**config.mk**
```make
export PLATFORM = sky130hd
export DESIGN_NAME = pea_power_event_alarm_unit
export DESIGN_NICKNAME = d
export VERILOG_FILES = /design/src/hdl/pea_pkg.sv /design/src/hdl/pea_power_event_alarm_unit.sv
export SDC_FILE = /design/constraint.sdc
export NUM_CORES = 2
export LEC_CHECK = 0
export ABC_AREA = 1
export CORE_MARGIN = 2
export CORE_UTILIZATION = 50
export DETAILED_ROUTE_END_ITERATION = 8
export DONT_BUFFER_PORTS = 1
export PLACE_DENSITY_LB_ADDON = 0.08
export RECOVER_POWER = 50
export SLEW_MARGIN = 20
export SYNTH_ARGS = -nofsm -noshare
export SYNTH_HDL_FRONTEND = slang
export SYNTH_SLANG_ARGS = --single-unit
```
**constraint.sdc**
```tcl
create_clock -name mclk_i -period 24.5 [get_ports mclk_i]
set_input_delay 2.45 -clock mclk_i [delete_from_list [all_inputs] [get_ports mclk_i]]
set_output_delay 2.45 -clock mclk_i [all_outputs]
set_load 0.005 [all_outputs]
```
**src/hdl/pea_pkg.sv**
```systemverilog
package pea_pkg;
    // ========================================
    // register map
    localparam logic [7:0] OFS_SETUP = 8'h00;
    localparam logic [7:0] OFS_DIP_LIM = 8'h04;
    localparam logic [7:0] OFS_SWELL_LIM = 8'h08;
    localparam logic [7:0] OFS_CUR_LIM = 8'h0c;
    localparam logic [7:0] OFS_POW_LIM = 8'h10;
    localparam logic [7:0] OFS_HEAT_LIM = 8'h14;
    localparam logic [7:0] OFS_SAVE_LVL = 8'h18;
    localparam logic [7:0] OFS_RESTORE_LVL = 8'h1c;
    localparam logic [7:0] OFS_STATUS = 8'h20;
    localparam logic [7:0] OFS_MEAN = 8'h24;
    // ========================================
    // setup register fields
    localparam logic [31:0] SETUP_RW_MASK = 32'h1bffc0ff;
    localparam logic [31:0] SETUP_CLR_MASK = 32'h04000f00;
    localparam logic [31:0] SETUP_RESET = 32'h00000000;
    localparam int NUM_EV = 5;
    localparam int EV_CUR = 0;
    localparam int EV_POW = 1;
    localparam int EV_DIP = 2;
    localparam int EV_SWELL = 3;
    localparam int EV_HEAT = 4;
    // bit positions per event, 5 bits each, event 0 lowest
    localparam logic [24:0] POS_SIM = {5'h18, 5'h03, 5'h02, 5'h01, 5'h00};
    localparam logic [24:0] POS_LATCH = {5'h19, 5'h07, 5'h06, 5'h05, 5'h04};
    localparam logic [24:0] POS_CLR = {5'h1a, 5'h09, 5'h08, 5'h0a, 5'h0b};
    localparam logic [24:0] POS_OUT1 = {5'h1b, 5'h11, 5'h10, 5'h13, 5'h12};
    localparam logic [24:0] POS_OUT2 = {5'h1c, 5'h15, 5'h14, 5'h17, 5'h16};
    localparam int OUT1_MANUAL_BIT = 14;
    localparam int OUT2_MANUAL_BIT = 15;
    // ========================================
    // status register fields
    localparam int ST_OUT1_BIT = 5;
    localparam int ST_OUT2_BIT = 6;
    localparam int ST_PWR_BIT = 7;
    localparam int HEAT_W = 10;
    // ========================================
    // bus answers
    localparam logic [1:0] RESP_OKAY = 2'h0;
    localparam logic [1:0] RESP_SLVERR = 2'h2;
    typedef enum logic [0:0] {
        PWR_DOWN = 1'b0,
        PWR_UP = 1'b1
    } pea_pwr_e;
endpackage : pea_pkg

```
**src/hdl/pea_power_event_alarm_unit.sv**
```systemverilog
`timescale 1ns/1ps
`default_nettype none
module pea_power_event_alarm_unit #(
    parameter int SAMPLE_RATE_HZ = 4000,
    parameter int LINE_HZ = 50,
    parameter int SAMPLE_W = 16
) (
    // clock and reset
    input wire logic mclk_i,
    input wire logic rst_n_i,
    // measurement engine
    input wire logic sample_valid_i,
    input wire logic signed [SAMPLE_W-1:0] volt_sample_i,
    input wire logic calc_done_i,
    input wire logic [31:0] volts_rms_i,
    input wire logic [31:0] current_rms_i,
    input wire logic [31:0] active_power_i,
    input wire logic [pea_pkg::HEAT_W-1:0] heat_code_i,
    // event outputs and counter storage
    output logic alarm_out1_o,
    output logic alarm_out2_o,
    output logic save_start_o,
    output logic restore_start_o,
    // axi4-lite write
    input wire logic [7:0] s_axi_awaddr_i,
    input wire logic s_axi_awvalid_i,
    output logic s_axi_awready_o,
    input wire logic [31:0] s_axi_wdata_i,
    input wire logic [3:0] s_axi_wstrb_i,
    input wire logic s_axi_wvalid_i,
    output logic s_axi_wready_o,
    output logic [1:0] s_axi_bresp_o,
    output logic s_axi_bvalid_o,
    input wire logic s_axi_bready_i,
    // axi4-lite read
    input wire logic [7:0] s_axi_araddr_i,
    input wire logic s_axi_arvalid_i,
    output logic s_axi_arready_o,
    output logic [31:0] s_axi_rdata_o,
    output logic [1:0] s_axi_rresp_o,
    output logic s_axi_rvalid_o,
    input wire logic s_axi_rready_i
);
    // ========================================
    // window sizing
    localparam int WIN = SAMPLE_RATE_HZ / (2 * LINE_HZ);
    localparam int PTR_W = (WIN > 1) ? $clog2(WIN) : 1;
    localparam int SQ_W = 2 * SAMPLE_W;
    localparam int SUM_W = SQ_W + PTR_W + 1;
    localparam logic [PTR_W-1:0] PTR_LAST = PTR_W'(WIN - 1);

    if (WIN < 1 || WIN > 1024 || SAMPLE_W < 2 || SAMPLE_W > 16) begin : g_chk
        $error("pea: window or sample width out of range");
    end

    // ========================================
    // helpers
    function automatic logic [4:0] pick(input logic [31:0] v, input logic [24:0] pos);
        logic [4:0] r;
        r = '0;
        for (int i = 0; i < pea_pkg::NUM_EV; i++) begin
            r[i] = v[pos[5*i +: 5]];
        end
        return r;
    endfunction : pick

    function automatic logic [31:0] merge(input logic [31:0] old, input logic [31:0] d,
                                          input logic [3:0] strb);
        logic [31:0] r;
        r = old;
        for (int b = 0; b < 4; b++) begin
            if (strb[b]) begin
                r[8*b +: 8] = d[8*b +: 8];
            end
        end
        return r;
    endfunction : merge

    function automatic logic [SUM_W-1:0] scale(input logic [31:0] lim);
        return SUM_W'(lim) * SUM_W'(WIN);
    endfunction : scale

    // ========================================
    // registers
    logic [31:0] setup_reg;
    logic [31:0] dip_lim_reg;
    logic [31:0] swell_lim_reg;
    logic [31:0] cur_lim_reg;
    logic [31:0] pow_lim_reg;
    logic [pea_pkg::HEAT_W-1:0] heat_lim_reg;
    logic [31:0] save_lvl_reg;
    logic [31:0] restore_lvl_reg;
    logic [4:0] cond_reg;
    logic [4:0] flag_reg;
    logic [4:0] flag_next;
    logic [SQ_W-1:0] win_mem [WIN];
    logic [PTR_W-1:0] ptr_reg;
    logic full_reg;
    logic [SUM_W-1:0] sum_reg;
    pea_pkg::pea_pwr_e pwr_reg;
    logic [7:0] awaddr_reg;
    logic aw_full_reg;
    logic [31:0] wdata_reg;
    logic [3:0] wstrb_reg;
    logic w_full_reg;

    // ========================================
    // trailing mean square of voltage
    wire logic signed [SQ_W-1:0] sq_s = volt_sample_i * volt_sample_i;
    wire logic [SQ_W-1:0] oldest = full_reg ? win_mem[ptr_reg] : '0;
    wire logic [SUM_W-1:0] sum_next = sum_reg + SUM_W'($unsigned(sq_s)) - SUM_W'(oldest);
    wire logic dip_now = sum_next < scale(dip_lim_reg);
    wire logic swell_now = sum_next > scale(swell_lim_reg);
    wire logic [31:0] mean_sq = 32'(sum_reg / SUM_W'(WIN));

    always_ff @(posedge mclk_i) begin
        if (sample_valid_i) begin
            win_mem[ptr_reg] <= $unsigned(sq_s);
        end
    end

    always_ff @(posedge mclk_i) begin
        if (!rst_n_i) begin
            ptr_reg <= '0;
            full_reg <= 1'b0;
            sum_reg <= '0;
        end else if (sample_valid_i) begin
            ptr_reg <= (ptr_reg == PTR_LAST) ? '0 : ptr_reg + 1'b1;
            full_reg <= full_reg | (ptr_reg == PTR_LAST);
            sum_reg <= sum_next;
        end
    end

    // ========================================
    // limit comparisons
    wire logic cur_now = current_rms_i > cur_lim_reg;
    wire logic pow_now = active_power_i > pow_lim_reg;
    wire logic heat_now = heat_code_i > heat_lim_reg;

    always_ff @(posedge mclk_i) begin
        if (!rst_n_i) begin
            cond_reg <= '0;
        end else begin
            if (sample_valid_i) begin
                cond_reg[pea_pkg::EV_DIP] <= dip_now;
                cond_reg[pea_pkg::EV_SWELL] <= swell_now;
            end
            if (calc_done_i) begin
                cond_reg[pea_pkg::EV_CUR] <= cur_now;
                cond_reg[pea_pkg::EV_POW] <= pow_now;
                cond_reg[pea_pkg::EV_HEAT] <= heat_now;
            end
        end
    end

    // ========================================
    // bus write decode
    wire logic wr_go = aw_full_reg && w_full_reg && !s_axi_bvalid_o;
    wire logic [31:0] wr_setup = merge(setup_reg, wdata_reg, wstrb_reg);
    wire logic wr_hit_setup = wr_go && awaddr_reg == pea_pkg::OFS_SETUP;
    wire logic [31:0] clr_bits = wr_hit_setup ? (wr_setup & pea_pkg::SETUP_CLR_MASK) : '0;
    wire logic wr_mapped = awaddr_reg == pea_pkg::OFS_SETUP
        || awaddr_reg == pea_pkg::OFS_DIP_LIM || awaddr_reg == pea_pkg::OFS_SWELL_LIM
        || awaddr_reg == pea_pkg::OFS_CUR_LIM || awaddr_reg == pea_pkg::OFS_POW_LIM
        || awaddr_reg == pea_pkg::OFS_HEAT_LIM || awaddr_reg == pea_pkg::OFS_SAVE_LVL
        || awaddr_reg == pea_pkg::OFS_RESTORE_LVL;

    // ========================================
    // event flags
    wire logic [4:0] ev_sim = pick(setup_reg, pea_pkg::POS_SIM);
    wire logic [4:0] ev_latch = pick(setup_reg, pea_pkg::POS_LATCH);
    wire logic [4:0] ev_clr = pick(clr_bits, pea_pkg::POS_CLR);
    wire logic [4:0] route1 = pick(setup_reg, pea_pkg::POS_OUT1);
    wire logic [4:0] route2 = pick(setup_reg, pea_pkg::POS_OUT2);
    wire logic [4:0] ev_active = cond_reg | ev_sim;

    // set wins over clear; latched flags hold until cleared
    assign flag_next = ev_active | (ev_latch & flag_reg & ~ev_clr);

    wire logic out1_next = (|route1) ? |(flag_reg & route1)
                                     : setup_reg[pea_pkg::OUT1_MANUAL_BIT];
    wire logic out2_next = (|route2) ? |(flag_reg & route2)
                                     : setup_reg[pea_pkg::OUT2_MANUAL_BIT];

    always_ff @(posedge mclk_i) begin
        if (!rst_n_i) begin
            flag_reg <= '0;
            alarm_out1_o <= 1'b0;
            alarm_out2_o <= 1'b0;
        end else begin
            flag_reg <= flag_next;
            alarm_out1_o <= out1_next;
            alarm_out2_o <= out2_next;
        end
    end

    // ========================================
    // energy counter save and restore, no event flags touched
    always_ff @(posedge mclk_i) begin
        if (!rst_n_i) begin
            pwr_reg <= pea_pkg::PWR_DOWN;
            save_start_o <= 1'b0;
            restore_start_o <= 1'b0;
        end else begin
            save_start_o <= 1'b0;
            restore_start_o <= 1'b0;
            if (calc_done_i) begin
                unique case (pwr_reg)
                    pea_pkg::PWR_DOWN: begin
                        if (volts_rms_i > restore_lvl_reg) begin
                            pwr_reg <= pea_pkg::PWR_UP;
                            restore_start_o <= 1'b1;
                        end
                    end
                    pea_pkg::PWR_UP: begin
                        if (volts_rms_i < save_lvl_reg) begin
                            pwr_reg <= pea_pkg::PWR_DOWN;
                            save_start_o <= 1'b1;
                        end
                    end
                endcase
            end
        end
    end

    // ========================================
    // register writes
    always_ff @(posedge mclk_i) begin
        if (!rst_n_i) begin
            setup_reg <= pea_pkg::SETUP_RESET;
            dip_lim_reg <= '0;
            swell_lim_reg <= '0;
            cur_lim_reg <= '0;
            pow_lim_reg <= '0;
            heat_lim_reg <= '0;
            save_lvl_reg <= '0;
            restore_lvl_reg <= '0;
        end else if (wr_go) begin
            if (awaddr_reg == pea_pkg::OFS_SETUP) begin
                setup_reg <= wr_setup & pea_pkg::SETUP_RW_MASK;
            end
            if (awaddr_reg == pea_pkg::OFS_DIP_LIM) begin
                dip_lim_reg <= merge(dip_lim_reg, wdata_reg, wstrb_reg);
            end
            if (awaddr_reg == pea_pkg::OFS_SWELL_LIM) begin
                swell_lim_reg <= merge(swell_lim_reg, wdata_reg, wstrb_reg);
            end
            if (awaddr_reg == pea_pkg::OFS_CUR_LIM) begin
                cur_lim_reg <= merge(cur_lim_reg, wdata_reg, wstrb_reg);
            end
            if (awaddr_reg == pea_pkg::OFS_POW_LIM) begin
                pow_lim_reg <= merge(pow_lim_reg, wdata_reg, wstrb_reg);
            end
            if (awaddr_reg == pea_pkg::OFS_HEAT_LIM) begin
                heat_lim_reg <= pea_pkg::HEAT_W'(merge(32'(heat_lim_reg), wdata_reg,
                                                       wstrb_reg));
            end
            if (awaddr_reg == pea_pkg::OFS_SAVE_LVL) begin
                save_lvl_reg <= merge(save_lvl_reg, wdata_reg, wstrb_reg);
            end
            if (awaddr_reg == pea_pkg::OFS_RESTORE_LVL) begin
                restore_lvl_reg <= merge(restore_lvl_reg, wdata_reg, wstrb_reg);
            end
        end
    end

    // ========================================
    // write channels: address and data taken in either order
    always_ff @(posedge mclk_i) begin
        if (!rst_n_i) begin
            awaddr_reg <= '0;
            aw_full_reg <= 1'b0;
            wdata_reg <= '0;
            wstrb_reg <= '0;
            w_full_reg <= 1'b0;
            s_axi_awready_o <= 1'b1;
            s_axi_wready_o <= 1'b1;
            s_axi_bvalid_o <= 1'b0;
            s_axi_bresp_o <= pea_pkg::RESP_OKAY;
        end else begin
            if (s_axi_awvalid_i && s_axi_awready_o) begin
                awaddr_reg <= {s_axi_awaddr_i[7:2], 2'h0};
                aw_full_reg <= 1'b1;
                s_axi_awready_o <= 1'b0;
            end
            if (s_axi_wvalid_i && s_axi_wready_o) begin
                wdata_reg <= s_axi_wdata_i;
                wstrb_reg <= s_axi_wstrb_i;
                w_full_reg <= 1'b1;
                s_axi_wready_o <= 1'b0;
            end
            if (wr_go) begin
                aw_full_reg <= 1'b0;
                w_full_reg <= 1'b0;
                s_axi_bvalid_o <= 1'b1;
                s_axi_bresp_o <= wr_mapped ? pea_pkg::RESP_OKAY : pea_pkg::RESP_SLVERR;
            end
            if (s_axi_bvalid_o && s_axi_bready_i) begin
                s_axi_bvalid_o <= 1'b0;
                s_axi_awready_o <= 1'b1;
                s_axi_wready_o <= 1'b1;
            end
        end
    end

    // ========================================
    // read decode
    wire logic [7:0] raddr = {s_axi_araddr_i[7:2], 2'h0};
    wire logic [31:0] status_word = {24'h0, pwr_reg, alarm_out2_o, alarm_out1_o, flag_reg};
    logic [31:0] rd_word;
    logic rd_ok;

    always_comb begin
        rd_word = '0;
        rd_ok = 1'b1;
        unique case (raddr)
            pea_pkg::OFS_SETUP: rd_word = setup_reg;
            pea_pkg::OFS_DIP_LIM: rd_word = dip_lim_reg;
            pea_pkg::OFS_SWELL_LIM: rd_word = swell_lim_reg;
            pea_pkg::OFS_CUR_LIM: rd_word = cur_lim_reg;
            pea_pkg::OFS_POW_LIM: rd_word = pow_lim_reg;
            pea_pkg::OFS_HEAT_LIM: rd_word = 32'(heat_lim_reg);
            pea_pkg::OFS_SAVE_LVL: rd_word = save_lvl_reg;
            pea_pkg::OFS_RESTORE_LVL: rd_word = restore_lvl_reg;
            pea_pkg::OFS_STATUS: rd_word = status_word;
            pea_pkg::OFS_MEAN: rd_word = mean_sq;
            default: rd_ok = 1'b0;
        endcase
    end

    always_ff @(posedge mclk_i) begin
        if (!rst_n_i) begin
            s_axi_arready_o <= 1'b1;
            s_axi_rvalid_o <= 1'b0;
            s_axi_rdata_o <= '0;
            s_axi_rresp_o <= pea_pkg::RESP_OKAY;
        end else if (s_axi_arvalid_i && s_axi_arready_o) begin
            s_axi_arready_o <= 1'b0;
            s_axi_rvalid_o <= 1'b1;
            s_axi_rdata_o <= rd_word;
            s_axi_rresp_o <= rd_ok ? pea_pkg::RESP_OKAY : pea_pkg::RESP_SLVERR;
        end else if (s_axi_rvalid_o && s_axi_rready_i) begin
            s_axi_rvalid_o <= 1'b0;
            s_axi_arready_o <= 1'b1;
        end
    end

endmodule : pea_power_event_alarm_unit
`default_nettype wire

```
**Word-level counts from Yosys, hierarchy flattened**

Memories as Yosys holds them, arrays and structs flattened. A register that Yosys moved wholly into a read port is not among the register bits.
Cells that the tools add are included.

- Flip-flop bits (word level): 370
- Bits in writable memories: 1280
- Input bits: 183
- Output and inout port bits: 45
- Memories kept: 1

Memories:

| memory | depth | width | read ports | clocked after memory_dff | write ports | RTL line | RTL |
|---|---|---|---|---|---|---|---|
| win_mem | 40 | 32 | 1 | 1 | 1 | pea_power_event_alarm_unit.sv:96 | `logic [SQ_W-1:0] win_mem [WIN];` |

- Add/subtract/negate cells: 3
- Multipliers: 3
- Div/mod/pow operators: 1
- $lt $le $gt $ge: 7
- Equality and inequality tests: 17
- Mux-type cells: 23
- Bitwise operators: 11
- Reduce and logical (&&, ||, !) cells: 58

Operators by type and width:

| operator | number |
|---|---|
| $pmux W32 S10 | 1 |
| $gt A32 B32 Y1 | 3 |
| $reduce_and A3 Y1 | 31 |
| $mul A32 B3 Y35 const B | 2 |
| $eq A6 B3 Y1 const B | 8 |
| $add A39 B32 Y39 | 1 |
| $div A39 B6 Y39 const B | 1 |
| $gt A39 B38 Y1 | 1 |
| $lt A39 B38 Y1 | 1 |
| $sub A39 B32 Y39 | 1 |
| $lt A32 B32 Y1 | 1 |
| $mul A16 B16 Y32 | 1 |
| $mux W32 | 1 |
| $mux W27 | 1 |
| $eq A6 B2 Y1 const B | 4 |
| $and A5 B5 Y5 | 4 |
| $reduce_or A5 Y1 | 4 |
| $mux W6 | 3 |
| $logic_not A8 Y1 | 2 |
| $eq A6 B1 Y1 const B | 2 |
| $eq A6 B4 Y1 const B | 2 |
| $mux W1 | 12 |
| $gt A10 B10 Y1 | 1 |
| $or A5 B5 Y5 | 2 |
| 16 further kinds | 33 |

**Depth between registers and ports, before layout**

- Depth in word-level cells: 9
- Mapped depth: 244
- Mapped depth without buffers: 235

**Worst setup path after synthesis**

Ideal clock, no wire load.

- Path kind: reg2reg
- From: register sum_reg[33]
- To: register s_axi_rdata_o[0]
- Library setup time: 114 ps
- Arrival time: 23628 ps
- Data required time: 24386 ps
- Setup slack: 759 ps
- Cell stages (with the launch flop): 211
- Path buffers: 24
- Clock period less this slack: 23741 ps
- Path through: dfxtp_1 inv_1 ha_1 inv_2 nand3_2 nand2_2 nand2_2 nand2_1 nand2_1 nand2_2 nand2_1 inv_2 nand3_1 nand2_2 inv_2 nand2_2 nand3_2 nand2_1 [... 175 more ...] buf_8 nand2_4 nand2_2 nor2_4 nand3_2 nor2_4 nand3_4 buf_4 nand2_1 nand3_1 nor2_1 nand2_1 nor2_2 nand3_1 nand2_1 nand2_1 nand2_1 a21oi_2

- Cells in the longest elaborated chain, start to end: 2

RTL lines:

| what | RTL line | RTL |
|---|---|---|
| from (decl) | pea_power_event_alarm_unit.sv:99 | `logic [SUM_W-1:0] sum_reg;` |
| from (signal assigned) | pea_power_event_alarm_unit.sv:130 | `sum_reg <= sum_next;` |
| $div A39 B6 Y39 | pea_power_event_alarm_unit.sv:114 | `wire logic [31:0] mean_sq = 32'(sum_reg / SUM_W'(WIN));` |
| $pmux W32 S10 | pea_power_event_alarm_unit.sv:316 | `unique case (raddr)` |
| to (signal assigned) | pea_power_event_alarm_unit.sv:340 | `s_axi_rdata_o <= rd_word;` |
| to (decl) | pea_power_event_alarm_unit.sv:39 | `output logic [31:0] s_axi_rdata_o,` |

Every way passes these cells.
A chain may end at the register's enable or synchronous reset.

**Final worst setup path**

Ends and elaborated chain as after synthesis.

==> impl_metrics.yaml <==
worst_setup_path:
  cp.arrival_ns: 26.35
  reg2reg_from: "sum_reg[33]$_SDFFE_PN0P_"
  critPathMaxStageDelay_ns: 0.33
  critPathRequiredTime_ns: 25.19
  critPathTopFamily: "simple AND/OR/NAND/NOR gates"
  rr_worst_depth: 211
  critPathLaunchType: "register"
  crit_type: "register to register"
  path_max_fanout: 19
  cp-end-kind: "register"
  path_common_cell: "nand2_2"
  crit_slowest_cell: "dfxtp_2"
  cp_num_buf_inv: 47
  regToRegSetupSlack_ns: -1.16
  reg2reg_to: "s_axi_rdata_o[0]$_SDFFE_PN0P_"
sta:
  report.final.hold_viol_count: 0
  finalClockSkew_ns: 0.0760
  slew_headroom_pct: -183
  timing.hold.ws_ns: 0.462
  rsz0062_at_grt: "yes"
  finalCriticalPeriod_ns: 25.66
  finalWorstSetupSlack_ns: -1.16
  tightest_slew_ns: 4.25
  fmax_mhz: 39.0
  setup_viol: 3
  slew_viol_final: 1217
  setup_tns_ns: -2.24
  min_period_over_period_pct: 105
grt:
  grt.total_usage_pct: 31.4
  grt_pass1_vias: 94700
  grt_first_pass_wirelength_um: 544000
  grt_max_degree: 281
  antenna_found_initial: 12
  gr-total-overflow: 0
hold_path:
  worstHoldStart: "w_full_reg$_SDFFE_PP0P_"
  hp-class: "register to register"
  holdPathStages: 2
  min_to: "w_full_reg$_SDFFE_PP0P_"
synthesis:
  synth_area_um2: 109000
  yosysSeqAreaShare_pct: 40.9
  synthCells: 12800
  synth_top_area_share_pct: 34.0
  synth_edf_count: 1240
  synth_seq_cells: 1614
  yosys_warnings: 0
  yosys-top-cells-count: "nand2_1 (1973), nor2_1 (1656), inv_1 (1347)"
  async_flop_share_pct: 0
  avgSynthCellArea_um2: 8.53
  synth_area_leader_cell: "edfxtp_1"
  synth.area.top_cells: "edfxtp_1 (34%), dfxtp_1 (6.8%), nand2_1 (6.8%)"
  synth_cell_types: 87
  synth_flop_cell: "edfxtp_1"
  synth_most_common_cell: "nand2_1"
detailed_routing:
  vias: 97600
  routed_wl_um: 360000
  drc: 0
  drt-wirelength-per-cell_um: 20.6
  dr.pass1.iters: 6
  via_per_inst: 5.58
  drt_iter0_markers: 8455
  drt.antenna.violating_nets: 0
place:
  dp.cells: 17000
  placed_area_um2: 125000
  place.gp.congestion: 0.966
  dp_hpwl_um: 252000
  port_buffers: 0
clocking:
  insertion_delay_ns: 0.86
  cts_tree: "done"
  clock-sinks: 1614
  cts_buffers: 160
  clockRootBuffer: "clkbuf_16"
  cts_max_level: 4
  ctsLongestPathBuffers: 3
  clk_pin_slew_ns: 0.06
die:
  core_um2: 217000
  dieHeight_um: 472
  die_x_um: 472
  die_area_um2: 223000
  start_util_pct: 50.3
  ios: 228
  row_count: 171
layout:
  fin_cells: 17500
  fillers: 18900
  fin_nets: 15400
  final-seq-area_um2: 44700
  final_area_um2: 134000
  multi_input_area_um2: 58400
  largest_reg_flops: 1240
  syn_to_final_growth_pct: 22.2
  final_layout_size_suffix_gt1_share_pct: 26.2
job:
  drv_cap: 49
outcome:
  status: "finished, violations left"
  violations: "capacitance limit, slew limit, setup timing"
[layout make-up]
type / count / share of cell area, %
inverter: 1565 / 4.58
clock buffer: 212 / 3.22
timing repair buffer: 2007 / 11.8
antenna: 7 / 0.0131
multi-input combinational: 9165 / 43.7
tap: 2854 / 2.67
clock inverter: 70 / 0.597
sequential: 1614 / 33.5
[cells by family after synthesis]
group	Yosys count	share of synthesized area [%]
simple gates	5695	26.2
compound gates	2525	13.0
buf+inv	2060	8.18
other cells	2	0.00686
flops	1614	40.9
fa+ha+maj	731	10.2
xor+xnor	197	1.58
[stage by stage]
step / worst slack [ns] / utilization, %
after global placement: -1.76 / 57.6
after detailed placement: -2.01 / 57.6
final: -1.16 / 61.5
after floorplan: 0.759 / -
after CTS: -1.08 / 60.8
after global routing: -2.88 / 61.5
[worst min-delay path: stages (launching register included)]
cell and delay, ns:
dfxtp_1 0.30, inv_1 0.06, a21oi_1 0.06
[routing by layer]
layer	track usage, %	up-vias	wire, um
li1	-	46800	-
met1	40.2	47000	146000
met2	54.3	3211	176000
met3	4.03	668	23500
met4	11.4	8	14100
met5	0	-	66
[worst max path at each step]
stage	start	end	slack [ns]	cells after the start
floorplan	sum_reg[33]$_SDFFE_PN0P_	s_axi_rdata_o[0]$_SDFFE_PN0P_	0.76	210
global placement	sum_reg[33]$_SDFFE_PN0P_	s_axi_rdata_o[0]$_SDFFE_PN0P_	-1.76	199
detailed placement	sum_reg[33]$_SDFFE_PN0P_	s_axi_rdata_o[0]$_SDFFE_PN0P_	-2.01	200
CTS	sum_reg[32]$_SDFFE_PN0P_	s_axi_rdata_o[0]$_SDFFE_PN0P_	-1.08	218
global route	sum_reg[32]$_SDFFE_PN0P_	s_axi_rdata_o[0]$_SDFFE_PN0P_	-2.88	233
finish	sum_reg[33]$_SDFFE_PN0P_	s_axi_rdata_o[0]$_SDFFE_PN0P_	-1.16	211
[layout by cell type, fill, tap and decap left out, types with 195 or more instances in the layout]
cell type	n
edfxtp_1	1240
fa_1	273
nand3_2	195
inv_1	1331
nand4_1	256
a21oi_1	525
dfxtp_1	366
o21ai_0	1185
buf_4	1869
nand2_2	454
nand2_1	1888
nor2_1	1556
ha_1	455
o22ai_1	403
nand3_1	576
[what timing repair did]
action	in CTS	in global routing
resized for setup	206	332
gates cloned	18	4
buffers inserted	72	64
endpoints found under the setup margin	3	5
hold buffers	0	0
pin swaps	109	220
Power is not shown: default switching activity piles up to over one toggle a cycle in this logic, so the estimate is an artifact.
